[src/include/smac_map.svh]
`ifndef SMAC_MAP_SVH
`define SMAC_MAP_SVH

// Register bank holding the unit
`define SMAC_BANK_MAC    1'b0

// Register offsets within the bank
`define SMAC_OFF_MULTIPLY_X_OPERAND   8'hE8
`define SMAC_OFF_Y_OPERAND_MULTIPLY_ONLY   8'hE9
`define SMAC_OFF_PROD_HI 8'hEA
`define SMAC_OFF_PROD_LO 8'hEB
`define SMAC_OFF_X_OPERAND_ACCUMULATE   8'hEC
`define SMAC_OFF_Y_OPERAND_ACCUMULATE   8'hED
`define SMAC_OFF_CLR_A   8'hEE
`define SMAC_OFF_CLR_B   8'hEF

// Field positions
`define SMAC_PROD_SIGN   15
`define SMAC_HALF_W      16

// Reset and read-back values
`define SMAC_RST_BYTE    8'h00
`define SMAC_RST_HALF    16'h0000
`define SMAC_RD_NONE     8'h00

// Upper accumulator lag in mclk cycles
`define SMAC_HI_LAG_CYC  1

`endif

[src/include/smac_pkg.sv]
package smac_pkg;

	// One CPU bus cycle toward the unit
	typedef struct packed
	{
		logic       wr;
		logic       rd;
		logic       bank;
		logic [7:0] addr;
		logic [7:0] wdata;
	} smac_req_s;

	// Read answer
	typedef struct packed
	{
		logic       valid;
		logic [7:0] data;
	} smac_rsp_s;

	// Upper accumulator half stage
	typedef enum logic [1:0]
	{
		SMAC_HI_IDLE = 2'h1,
		SMAC_HI_PEND = 2'h2
	} smac_hi_e;

endpackage : smac_pkg

[src/design/smac_acc_upper.sv]
`timescale 1ns/1ns
`include "smac_map.svh"

module smac_acc_upper
	import smac_pkg::*;
(
	// Clock and reset
	input  logic        mclk,
	input  logic        srst,
	// From the low half adder
	input  logic        start,
	input  logic        carry_in,
	input  logic        sign_in,
	input  logic        clear,
	// Upper half state
	output logic [15:0] acc_hi,
	output logic        pending
);

	smac_hi_e    hi_state_r;
	smac_hi_e    hi_state_nxt;
	logic        carry_r;
	logic        carry_nxt;
	logic        sign_r;
	logic        sign_nxt;
	logic [15:0] acc_hi_r;
	logic [15:0] acc_hi_nxt;

	// Upper half settles one cycle after the low half; shorter add path per cycle
	always_comb
	begin
		hi_state_nxt = hi_state_r;
		carry_nxt    = carry_r;
		sign_nxt     = sign_r;
		acc_hi_nxt   = acc_hi_r;
		case (hi_state_r)
			SMAC_HI_IDLE: hi_state_nxt = SMAC_HI_IDLE;
			SMAC_HI_PEND:
			begin
				acc_hi_nxt   = acc_hi_r + {16{sign_r}} + {15'h0000, carry_r};
				hi_state_nxt = SMAC_HI_IDLE;
			end
			default: hi_state_nxt = SMAC_HI_IDLE;
		endcase
		if (start)
		begin
			carry_nxt    = carry_in;
			sign_nxt     = sign_in;
			hi_state_nxt = SMAC_HI_PEND;
		end
		if (clear)
		begin
			acc_hi_nxt   = `SMAC_RST_HALF;
			hi_state_nxt = SMAC_HI_IDLE;
		end
	end

	always_ff @(posedge mclk)
	begin
		if (srst)
		begin
			hi_state_r <= SMAC_HI_IDLE;
			carry_r    <= 1'b0;
			sign_r     <= 1'b0;
			acc_hi_r   <= `SMAC_RST_HALF;
		end
		else
		begin
			hi_state_r <= hi_state_nxt;
			carry_r    <= carry_nxt;
			sign_r     <= sign_nxt;
			acc_hi_r   <= acc_hi_nxt;
		end
	end

	assign acc_hi  = acc_hi_r;
	assign pending = (hi_state_r == SMAC_HI_PEND);

endmodule : smac_acc_upper

[src/design/smac_top.sv]
`timescale 1ns/1ns
`include "smac_map.svh"

// Operation
// - All four operand inputs are 8-bit signed two's complement values.
// - Product is 16-bit signed, high byte and low byte readable separately.
// - Accumulator is 32-bit signed, byte 0 lowest through byte 3 highest.
// - Writing a multiply-only operand recomputes the product, accumulator untouched.
// - Writing an accumulate operand multiplies and adds product into accumulator.
// - One shared X and one shared Y operand serve both functions.
// - Any write to either clear address zeroes all four accumulator bytes.
// - Product and low accumulator bytes valid at once; upper bytes one later.
// - Multiply-only writes and product reads work back to back.
// - Multiply X input is 8-bit write-only, resets to zero.
// - Accumulate and clear addresses read back accumulator bytes.
module smac_top
	import smac_pkg::*;
(
	// Clock and reset
	input  logic      mclk,
	input  logic      srst,
	// CPU register bus
	input  smac_req_s bus_req,
	output smac_rsp_s bus_rsp
);

	function automatic logic smac_hit(input smac_req_s r, input logic [7:0] off);
		smac_hit = (r.bank == `SMAC_BANK_MAC) && (r.addr == off);
	endfunction : smac_hit

	// Write decode
	logic        wr_multiply_x_operand;
	logic        wr_y_operand_multiply_only;
	logic        wr_x_operand_accumulate;
	logic        wr_y_operand_accumulate;
	logic        wr_clr;
	logic        wr_mac;
	logic        wr_opnd;

	// Operands and results
	logic [7:0]         x_r;
	logic [7:0]         x_nxt;
	logic [7:0]         y_r;
	logic [7:0]         y_nxt;
	logic signed [15:0] prod_full;
	logic [15:0]        prod_r;
	logic [15:0]        prod_nxt;
	logic [16:0]        sum_lo;
	logic [15:0]        acc_lo_r;
	logic [15:0]        acc_lo_nxt;
	logic [15:0]        acc_hi;
	logic               hi_pend;
	logic [31:0]        acc_all;
	logic [7:0]         acc_byte [4];

	// Read answer
	smac_rsp_s   rsp_r;
	smac_rsp_s   rsp_nxt;

	always_comb
	begin
		wr_multiply_x_operand = bus_req.wr && smac_hit(bus_req, `SMAC_OFF_MULTIPLY_X_OPERAND);
		wr_y_operand_multiply_only = bus_req.wr && smac_hit(bus_req, `SMAC_OFF_Y_OPERAND_MULTIPLY_ONLY);
		wr_x_operand_accumulate = bus_req.wr && smac_hit(bus_req, `SMAC_OFF_X_OPERAND_ACCUMULATE);
		wr_y_operand_accumulate = bus_req.wr && smac_hit(bus_req, `SMAC_OFF_Y_OPERAND_ACCUMULATE);
		wr_clr   = bus_req.wr && (smac_hit(bus_req, `SMAC_OFF_CLR_A) ||
			smac_hit(bus_req, `SMAC_OFF_CLR_B));
		wr_mac   = wr_x_operand_accumulate || wr_y_operand_accumulate;
		wr_opnd  = wr_multiply_x_operand || wr_y_operand_multiply_only || wr_mac;
	end

	// Datapath: either X address feeds the same X, likewise for Y
	always_comb
	begin
		x_nxt = (wr_multiply_x_operand || wr_x_operand_accumulate) ? bus_req.wdata : x_r;
		y_nxt = (wr_y_operand_multiply_only || wr_y_operand_accumulate) ? bus_req.wdata : y_r;
		// New operand is used in the same cycle, so product and low accumulator never lag a write
		prod_full = $signed(x_nxt) * $signed(y_nxt);
		prod_nxt  = wr_opnd ? prod_full : prod_r;
		sum_lo    = {1'b0, acc_lo_r} + {1'b0, prod_full};
		acc_lo_nxt = acc_lo_r;
		if (wr_clr)
			acc_lo_nxt = `SMAC_RST_HALF;
		else if (wr_mac)
			acc_lo_nxt = sum_lo[15:0];
	end

	always_ff @(posedge mclk)
	begin
		if (srst)
		begin
			x_r      <= `SMAC_RST_BYTE;
			y_r      <= `SMAC_RST_BYTE;
			prod_r   <= `SMAC_RST_HALF;
			acc_lo_r <= `SMAC_RST_HALF;
		end
		else
		begin
			x_r      <= x_nxt;
			y_r      <= y_nxt;
			prod_r   <= prod_nxt;
			acc_lo_r <= acc_lo_nxt;
		end
	end

	// Upper half takes the carry and sign one cycle later
	smac_acc_upper u_upper
	(
		.mclk     (mclk),
		.srst     (srst),
		.start    (wr_mac),
		.carry_in (sum_lo[16]),
		.sign_in  (prod_full[`SMAC_PROD_SIGN]),
		.clear    (wr_clr),
		.acc_hi   (acc_hi),
		.pending  (hi_pend)
	);

	assign acc_all = {acc_hi, acc_lo_r};

	genvar gi;
	generate
		for (gi = 0; gi < 4; gi++)
		begin : g_acc_byte
			assign acc_byte[gi] = acc_all[gi*8 +: 8];
		end
	endgenerate

	// Read path; input-only addresses and foreign addresses read zero.
	// Upper bytes read during the settle cycle show the old value.
	always_comb
	begin
		rsp_nxt.valid = bus_req.rd;
		rsp_nxt.data  = `SMAC_RD_NONE;
		if (bus_req.rd && bus_req.bank == `SMAC_BANK_MAC)
		begin
			case (bus_req.addr)
				`SMAC_OFF_PROD_HI: rsp_nxt.data = prod_r[15:8];
				`SMAC_OFF_PROD_LO: rsp_nxt.data = prod_r[7:0];
				`SMAC_OFF_X_OPERAND_ACCUMULATE:   rsp_nxt.data = acc_byte[1];
				`SMAC_OFF_Y_OPERAND_ACCUMULATE:   rsp_nxt.data = acc_byte[0];
				`SMAC_OFF_CLR_A:   rsp_nxt.data = acc_byte[3];
				`SMAC_OFF_CLR_B:   rsp_nxt.data = acc_byte[2];
				default:           rsp_nxt.data = `SMAC_RD_NONE;
			endcase
		end
	end

	always_ff @(posedge mclk)
	begin
		if (srst)
			rsp_r <= '0;
		else
			rsp_r <= rsp_nxt;
	end

	assign bus_rsp = rsp_r;
endmodule : smac_top

[config.mk]
export PLATFORM = sky130hd
export DESIGN_NAME = smac_top
export DESIGN_NICKNAME = d
export VERILOG_FILES = /design/src/include/smac_pkg.sv /design/src/design/smac_acc_upper.sv /design/src/design/smac_top.sv
export VERILOG_INCLUDE_DIRS = /design/src /design/src/include
export SDC_FILE = /design/constraint.sdc
export NUM_CORES = 1
export LEC_CHECK = 0
export BUFFER_PORTS_ARGS = -buffer_cell sky130_fd_sc_hd__buf_4
export CAP_MARGIN = 10
export CORE_MARGIN = 5
export CORE_UTILIZATION = 45
export CTS_BUF_LIST = sky130_fd_sc_hd__clkbuf_2 sky130_fd_sc_hd__clkbuf_4 sky130_fd_sc_hd__clkbuf_8
export DETAILED_ROUTE_END_ITERATION = 7
export SLEW_MARGIN = 20
export SYNTH_ARGS = -nofsm -noshare
export SYNTH_HDL_FRONTEND = slang
export SYNTH_SLANG_ARGS = --single-unit
export TNS_END_PERCENT = 50
[constraint.sdc]
create_clock -name mclk -period 8.1 [get_ports mclk]
set_input_delay 0.405 -clock mclk [delete_from_list [all_inputs] [get_ports mclk]]
set_output_delay 0.405 -clock mclk [all_outputs]
set_load 0.01 [all_outputs]
[After elaboration in Yosys (flattened, before gate mapping)]
Cells that the tools add are included.
Word-level totals
  register bits: 77
  output and inout bits: 9
  input port bits: 21
  word-level logic and storage cells: 49
Operators by class
  multiplexer cells: 4
  add/subtract/negate cells: 3
  multiply operators: 1
  reductions and logical operators: 20
  equal/unequal tests: 9
  bitwise gates (word level): 2
Operators by type and width (count)
  8-bit equality test, second input constant: 8
  8-bit case mux with 6 select lines: 1
  16-bit by 16-bit adder with 17-bit output: 1
  16-bit by 1-bit adder with 16-bit output: 1
  16-bit adder: 1
  8-bit by 8-bit multiplier with 16-bit output: 1
  8-bit 2-to-1 mux: 2
  1-bit logical AND: 12
  1-bit logical OR: 6
  2-bit OR reduction: 2
  2-bit equality test, second input constant: 1
  2-bit 2-to-1 mux: 1
  1-bit NOT: 2

[Longest topological paths before layout]
  depth in word-level cells: 7
  mapped depth: 30
  mapped depth without buffers: 29

[Modules after synthesis]
A second synthesis with hierarchy kept.
Second synthesis, totals
  cells, all modules: 825
  area, all modules: 7154.4 um^2
By module, submodules not included
  smac_top: area an instance 5698.0 um^2, times used 1, seq. area each 1141.1 um^2, cells each 645
  smac_acc_upper: area an instance 1456.4 um^2, times used 1, seq. area each 400.4 um^2, cells each 180

[Worst setup path after synthesis]
OpenSTA, ideal clock, no wires.
  path type: input to register
  start point: input bus_req[13] (netlist name)
  end point: register u_upper.carry_r
  arrival: 6.288 ns
  path buffers: 0
  library setup time: 0.134 ns
  stages: 29
  required time: 7.966 ns
  slack: 1.678 ns
  cell sequence: nor2b_1 -> nand4_2 -> nor2_2 -> nand2_2 -> nor2_8 -> mux2i_1 -> nor2_1 -> fa_1 -> inv_1 -> fa_1 -> inv_1 -> fa_1 -> inv_1 -> fa_1 -> inv_1 -> ha_1 -> o21a_1 -> o31a_1 -> o21a_1 -> nor2_1 -> xnor2_1 -> ha_1 -> nand2_1 -> nor2_1 -> a211oi_1 -> o31a_1 -> o21bai_2 -> a2111oi_2 -> a2111oi_2
Between the ends
  longest elaborated chain between the ends: 7
  elaborated cells on any way between the ends: 19
  classes of those cells: 1 x add/sub; 1 x mul; 4 x eq/ne; 2 x mux; 11 x reduce/logical
Ends and longest elaborated chain
  start: declaration: RTL line smac_top.sv:23  | input smac_req_s bus_req,
  8-bit equality test: RTL line smac_top.sv:28  | smac_hit = (r.bank == `SMAC_BANK_MAC) && (r.addr == off);
  1-bit logical AND: RTL line smac_top.sv:28
  1-bit logical AND, on equally long branches
  1-bit logical OR, on equally long branches: RTL line smac_top.sv:75, smac_top.sv:76
  8-bit 2-to-1 mux, on equally long branches: RTL line smac_top.sv:75, smac_top.sv:76
  8-bit by 8-bit multiplier with 16-bit output *: RTL line smac_top.sv:78  | prod_full = $signed(x_nxt) * $signed(y_nxt);
  via prod_full[10]: RTL line smac_top.sv:45  | logic signed [15:0] prod_full;
  16-bit by 16-bit adder with 17-bit output *: RTL line smac_top.sv:80  | sum_lo = {1'b0, acc_lo_r} + {1'b0, prod_full};
  end signal: assignment: RTL line smac_acc_upper.sv:70  | carry_r <= carry_nxt;
  end: declaration: RTL line smac_acc_upper.sv:22  | logic carry_r;
Mark *: on every way through the listed nets, which the timed path passes. The rest lies on a longest branch.
A chain may end at the register's enable or synchronous reset.

[Worst setup path after layout]
  start point: input bus_req[12] (netlist name)
  end point: register u_upper.carry_r
The elaborated chain is that of the path after synthesis.

==> results list <==
* Transition time at the pin with the least slew margin: 862 ps
- Drt drc: 0
* Leakage power total: ~3.3 nW
- Number of antenna violations at the first check in global routing: 0
- The number of global-route vias before repair was 6152.
- For this configuration, the core starts out at a cell density of 46.1%.
- Die Height: 135 um
* Via total after detailed routing: 5668
- Of all nets on the critical path, the largest fanout is 14.
- Die area: 0.0183 mm2
- GRT Residual Overflow: 0
* Portion of the post-synthesis area used by sequential elements: 21.8%
- Class of the tightest hold or removal check: primary input to flop
- Counting flops with an async set or reset pin after synthesis yields a share of 0%.
* Maximum number of pins on one net before global-route repair: 51
- Gates resized during post-CTS repair numbered 0.
- The cell sitting at the root of the clock tree is a sky130_fd_sc_hd__clkbuf_8.
* Final worst-path cycle share: 87.9%
- Summed over all failing endpoints, the final setup total negative slack is 0 ps.
* H-Tree Depth: 3
* Clock buffer count from CTS: 9
* Part of the power in the clock network: roughly two fifths
- Number of different library cells in the post-synthesis netlist: 73
- The slowest stage of the critical path belongs to the cell sky130_fd_sc_hd__mux2i_1.
- Dividing the detail-routed wire length by the instance count gives ~16 um.
- In this run the biggest area consumer among cell types represents 21.8% of the synthesized area.
- Nets: 979
- The final-report hold violation count is 0.
- The analysis attributes to net switching a power of 183 uW.
- Setup violations remaining at the end of the flow were counted as 0.
- Synthesis handed over a netlist of 821 instances.
- Number of buffers inserted by hold repair at cts: 0
- The clock passes through at most 2 buffers.
* Number of nets with antenna violations after routing: 0
- Primary flip-flop cell chosen by synthesis mapping: sky130_fd_sc_hd__dfxtp_1
- For this run, the detailed router's first-pass iteration total came to 4.
- Measured along the x axis, the die boundary spans about 140 um.
- Worst skew pair latency: 370 ps
* Layout Area Growth over Synthesis: 8.38%
* Global router's overall resource usage: 19.9%
- Counting every net in the synthesized netlist gives 960.
* Count of buffers from port buffering: 29
- Fraction of final layout cells with drive strength greater than 1: 11.7%
* I/O pin cnt: 30
- Combinational logic is responsible for 4.2% of the overall power.
* Number of placed cells counting well taps: 1040
- STA classifies the critical path startpoint as a primary input.
* Area after DPL: 0.00747 mm2
- The largest single stage delay on the critical path is 640 ps.
- Final Skew: 15.7 ps
- HPWL after detailed placement: between 10000 and 15000 um
- Number of cell rows: 45
* Non-filler instance count after layout: 1056
- The filler cells instantiated in the layout total 1515.
- Reg power frac: 55.1%
* Gate family responsible for the most delay along the worst path: adder cells
- During synthesis, Yosys emitted a total of 0 warnings.
- Leading cell types in the layout, fill and taps excluded: sky130_fd_sc_hd__nor2_1, sky130_fd_sc_hd__inv_1, sky130_fd_sc_hd__dfxtp_1
* TritonCTS clock tree: built
- For the worst setup path, the data arrival time is 7360 ps.
- Required time reported for the critical path endpoint: 8340 ps
- STA classifies the critical path endpoint as a flop.
* FF+latch count, synth: 77
- Area of the mapped netlist: 0.00706 mm2
- Top cells by area in the synthesized netlist: sky130_fd_sc_hd__dfxtp_1, sky130_fd_sc_hd__fa_1, sky130_fd_sc_hd__ha_1
- The internal portion of the total power is about 500 uW.
* Floorplan core area: 0.0153 mm2
* Final Max Tran Viols: 0
- In this run, synthesis inferred 0 flip-flops with an integrated enable.
- Clock-pin slew was measured on the worst setup and hold paths at 90 ps.
- Global placement routability congestion: 0.845
- Final WL: 16500 um
* Most common library cell in the layout ignoring fill and taps: sky130_fd_sc_hd__nor2_1
- 0 antenna diodes ended up in the layout.
- The design draws 688 uW.
- Worst slew slack as a fraction of its limit: 40.9%
* First-pass GRT wire length: around 30000 um
* Outcome: completed
- Average cell area after synthesis: 8.60 um2
* Maximum resistive drop on vdd: a little over 0.00006 V
* Post-route worst hold slack: 309 ps
- PwrDens: 89.9 mW/mm2
- sky130_fd_sc_hd__dfxtp_1 takes more of the synthesized area than any other cell.
* Minimum period implied by the final worst setup slack: 7120 ps
- The first routing iteration left 239 violations.
- Via density per instance: 5.37
- Setup fix buffers added after clock tree synthesis: 0
- The critical path in this run is classified as primary input to flop.
- Together, buffers and inverters on the worst path number 5.
- For this run, the top clock speed supported by timing is about 140 MHz.
- # Max-Cap Violations: 0
* Net Sw Frac: 26.5%
* Post-route cell area: 0.00765 mm2
* Setup repair after global routing missed its margin: false
- Clk sinks: 77
-- logic make-up (layout without fill, tap and decap cells) --
group           count (synthesis)  count (layout)  share of synthesized area (%)
fa+ha+maj                     118             118                           27.1
xor+xnor                       34              34                           4.22
buf+inv                       126             150                           6.93
compound gates                181             181                           17.6
mux                            31              31                           5.55
flops                          77              77                           21.8
simple gates                  254             254                           16.8
-- routing by layer --
metal	wire length, um	share of wire (%)	track usage, %
met4	363	2.2	7.39
met2	8360	51	35.8
met5	0	0	0
met1	7190	44	24.7
met3	601	3.6	1.89
-- per-stage QoR --
stage | setup slack (ps) | utilization (%)
finish | 984 | 50.0
global route | 311 | 50.0
CTS | 1010 | 50.0
detailed placement | 597 | 48.8
global placement | 907 | 48.8
floorplan | 1680 | -
-- synthesized netlist by cell type, types with 6 or more instances --
cell	count
sky130_fd_sc_hd__mux2i_1	17
sky130_fd_sc_hd__inv_1	98
sky130_fd_sc_hd__nor3_1	10
sky130_fd_sc_hd__nor2b_1	9
sky130_fd_sc_hd__a22oi_1	17
sky130_fd_sc_hd__nand2b_1	7
sky130_fd_sc_hd__mux2_2	6
sky130_fd_sc_hd__or2_2	13
sky130_fd_sc_hd__and2_1	8
sky130_fd_sc_hd__nand2_1	68
sky130_fd_sc_hd__clkbuf_1	19
sky130_fd_sc_hd__ha_1	60
sky130_fd_sc_hd__dfxtp_1	77
sky130_fd_sc_hd__o21a_1	7
sky130_fd_sc_hd__fa_1	58
sky130_fd_sc_hd__a21oi_1	58
sky130_fd_sc_hd__a21o_1	10
sky130_fd_sc_hd__nand3_1	9
sky130_fd_sc_hd__buf_2	6
sky130_fd_sc_hd__xnor2_1	24
sky130_fd_sc_hd__xor2_1	10
sky130_fd_sc_hd__nor2_1	100
sky130_fd_sc_hd__a211oi_1	16
sky130_fd_sc_hd__o21ai_0	29
-- flip-flops by register name (all words and copies together) (netlist names) --
register            cells
acc_lo_r               16
bus_rsp                 9
prod_r                 16
u_upper.acc_hi         16
u_upper.carry_r         1
u_upper.hi_state_r      2
u_upper.sign_r          1
x_r                     8
y_r                     8
-- final timing paths --
check                                  from               to  slack [ps]  depth (start not counted)
worst max register to register       x_r[6]  u_upper.carry_r        2050                         24
worst max-delay path            bus_req[12]  u_upper.carry_r         980                         30
worst min register to register    prod_r[8]        prod_r[8]         460                          2
worst min-delay path            bus_req[17]       bus_rsp[8]         310                          2
-- power by group through the flow --
stage / sequential (mW) / combinational [mW] / clock, mW
detailed placement: 0.388 / 0.0289 / 0
floorplan: 0.388 / 0.0151 / 0
global route: 0.379 / 0.0310 / 0.304
finish: 0.379 / 0.0288 / 0.280
CTS: 0.379 / 0.0290 / 0.290
global placement: 0.388 / 0.0285 / 0
-- layout make-up --
type	instances	area (um2)	share of cell area (%)
multi-input cells	618	5030	65.7
flip-flops and latches	77	1540	20.1
inverters	99	372	4.86
well taps	211	264	3.45
repair buffers	35	263	3.43
clock buffers	9	124	1.62
clock inverters	7	58.8	0.768
(Power assumes the default switching activity.)
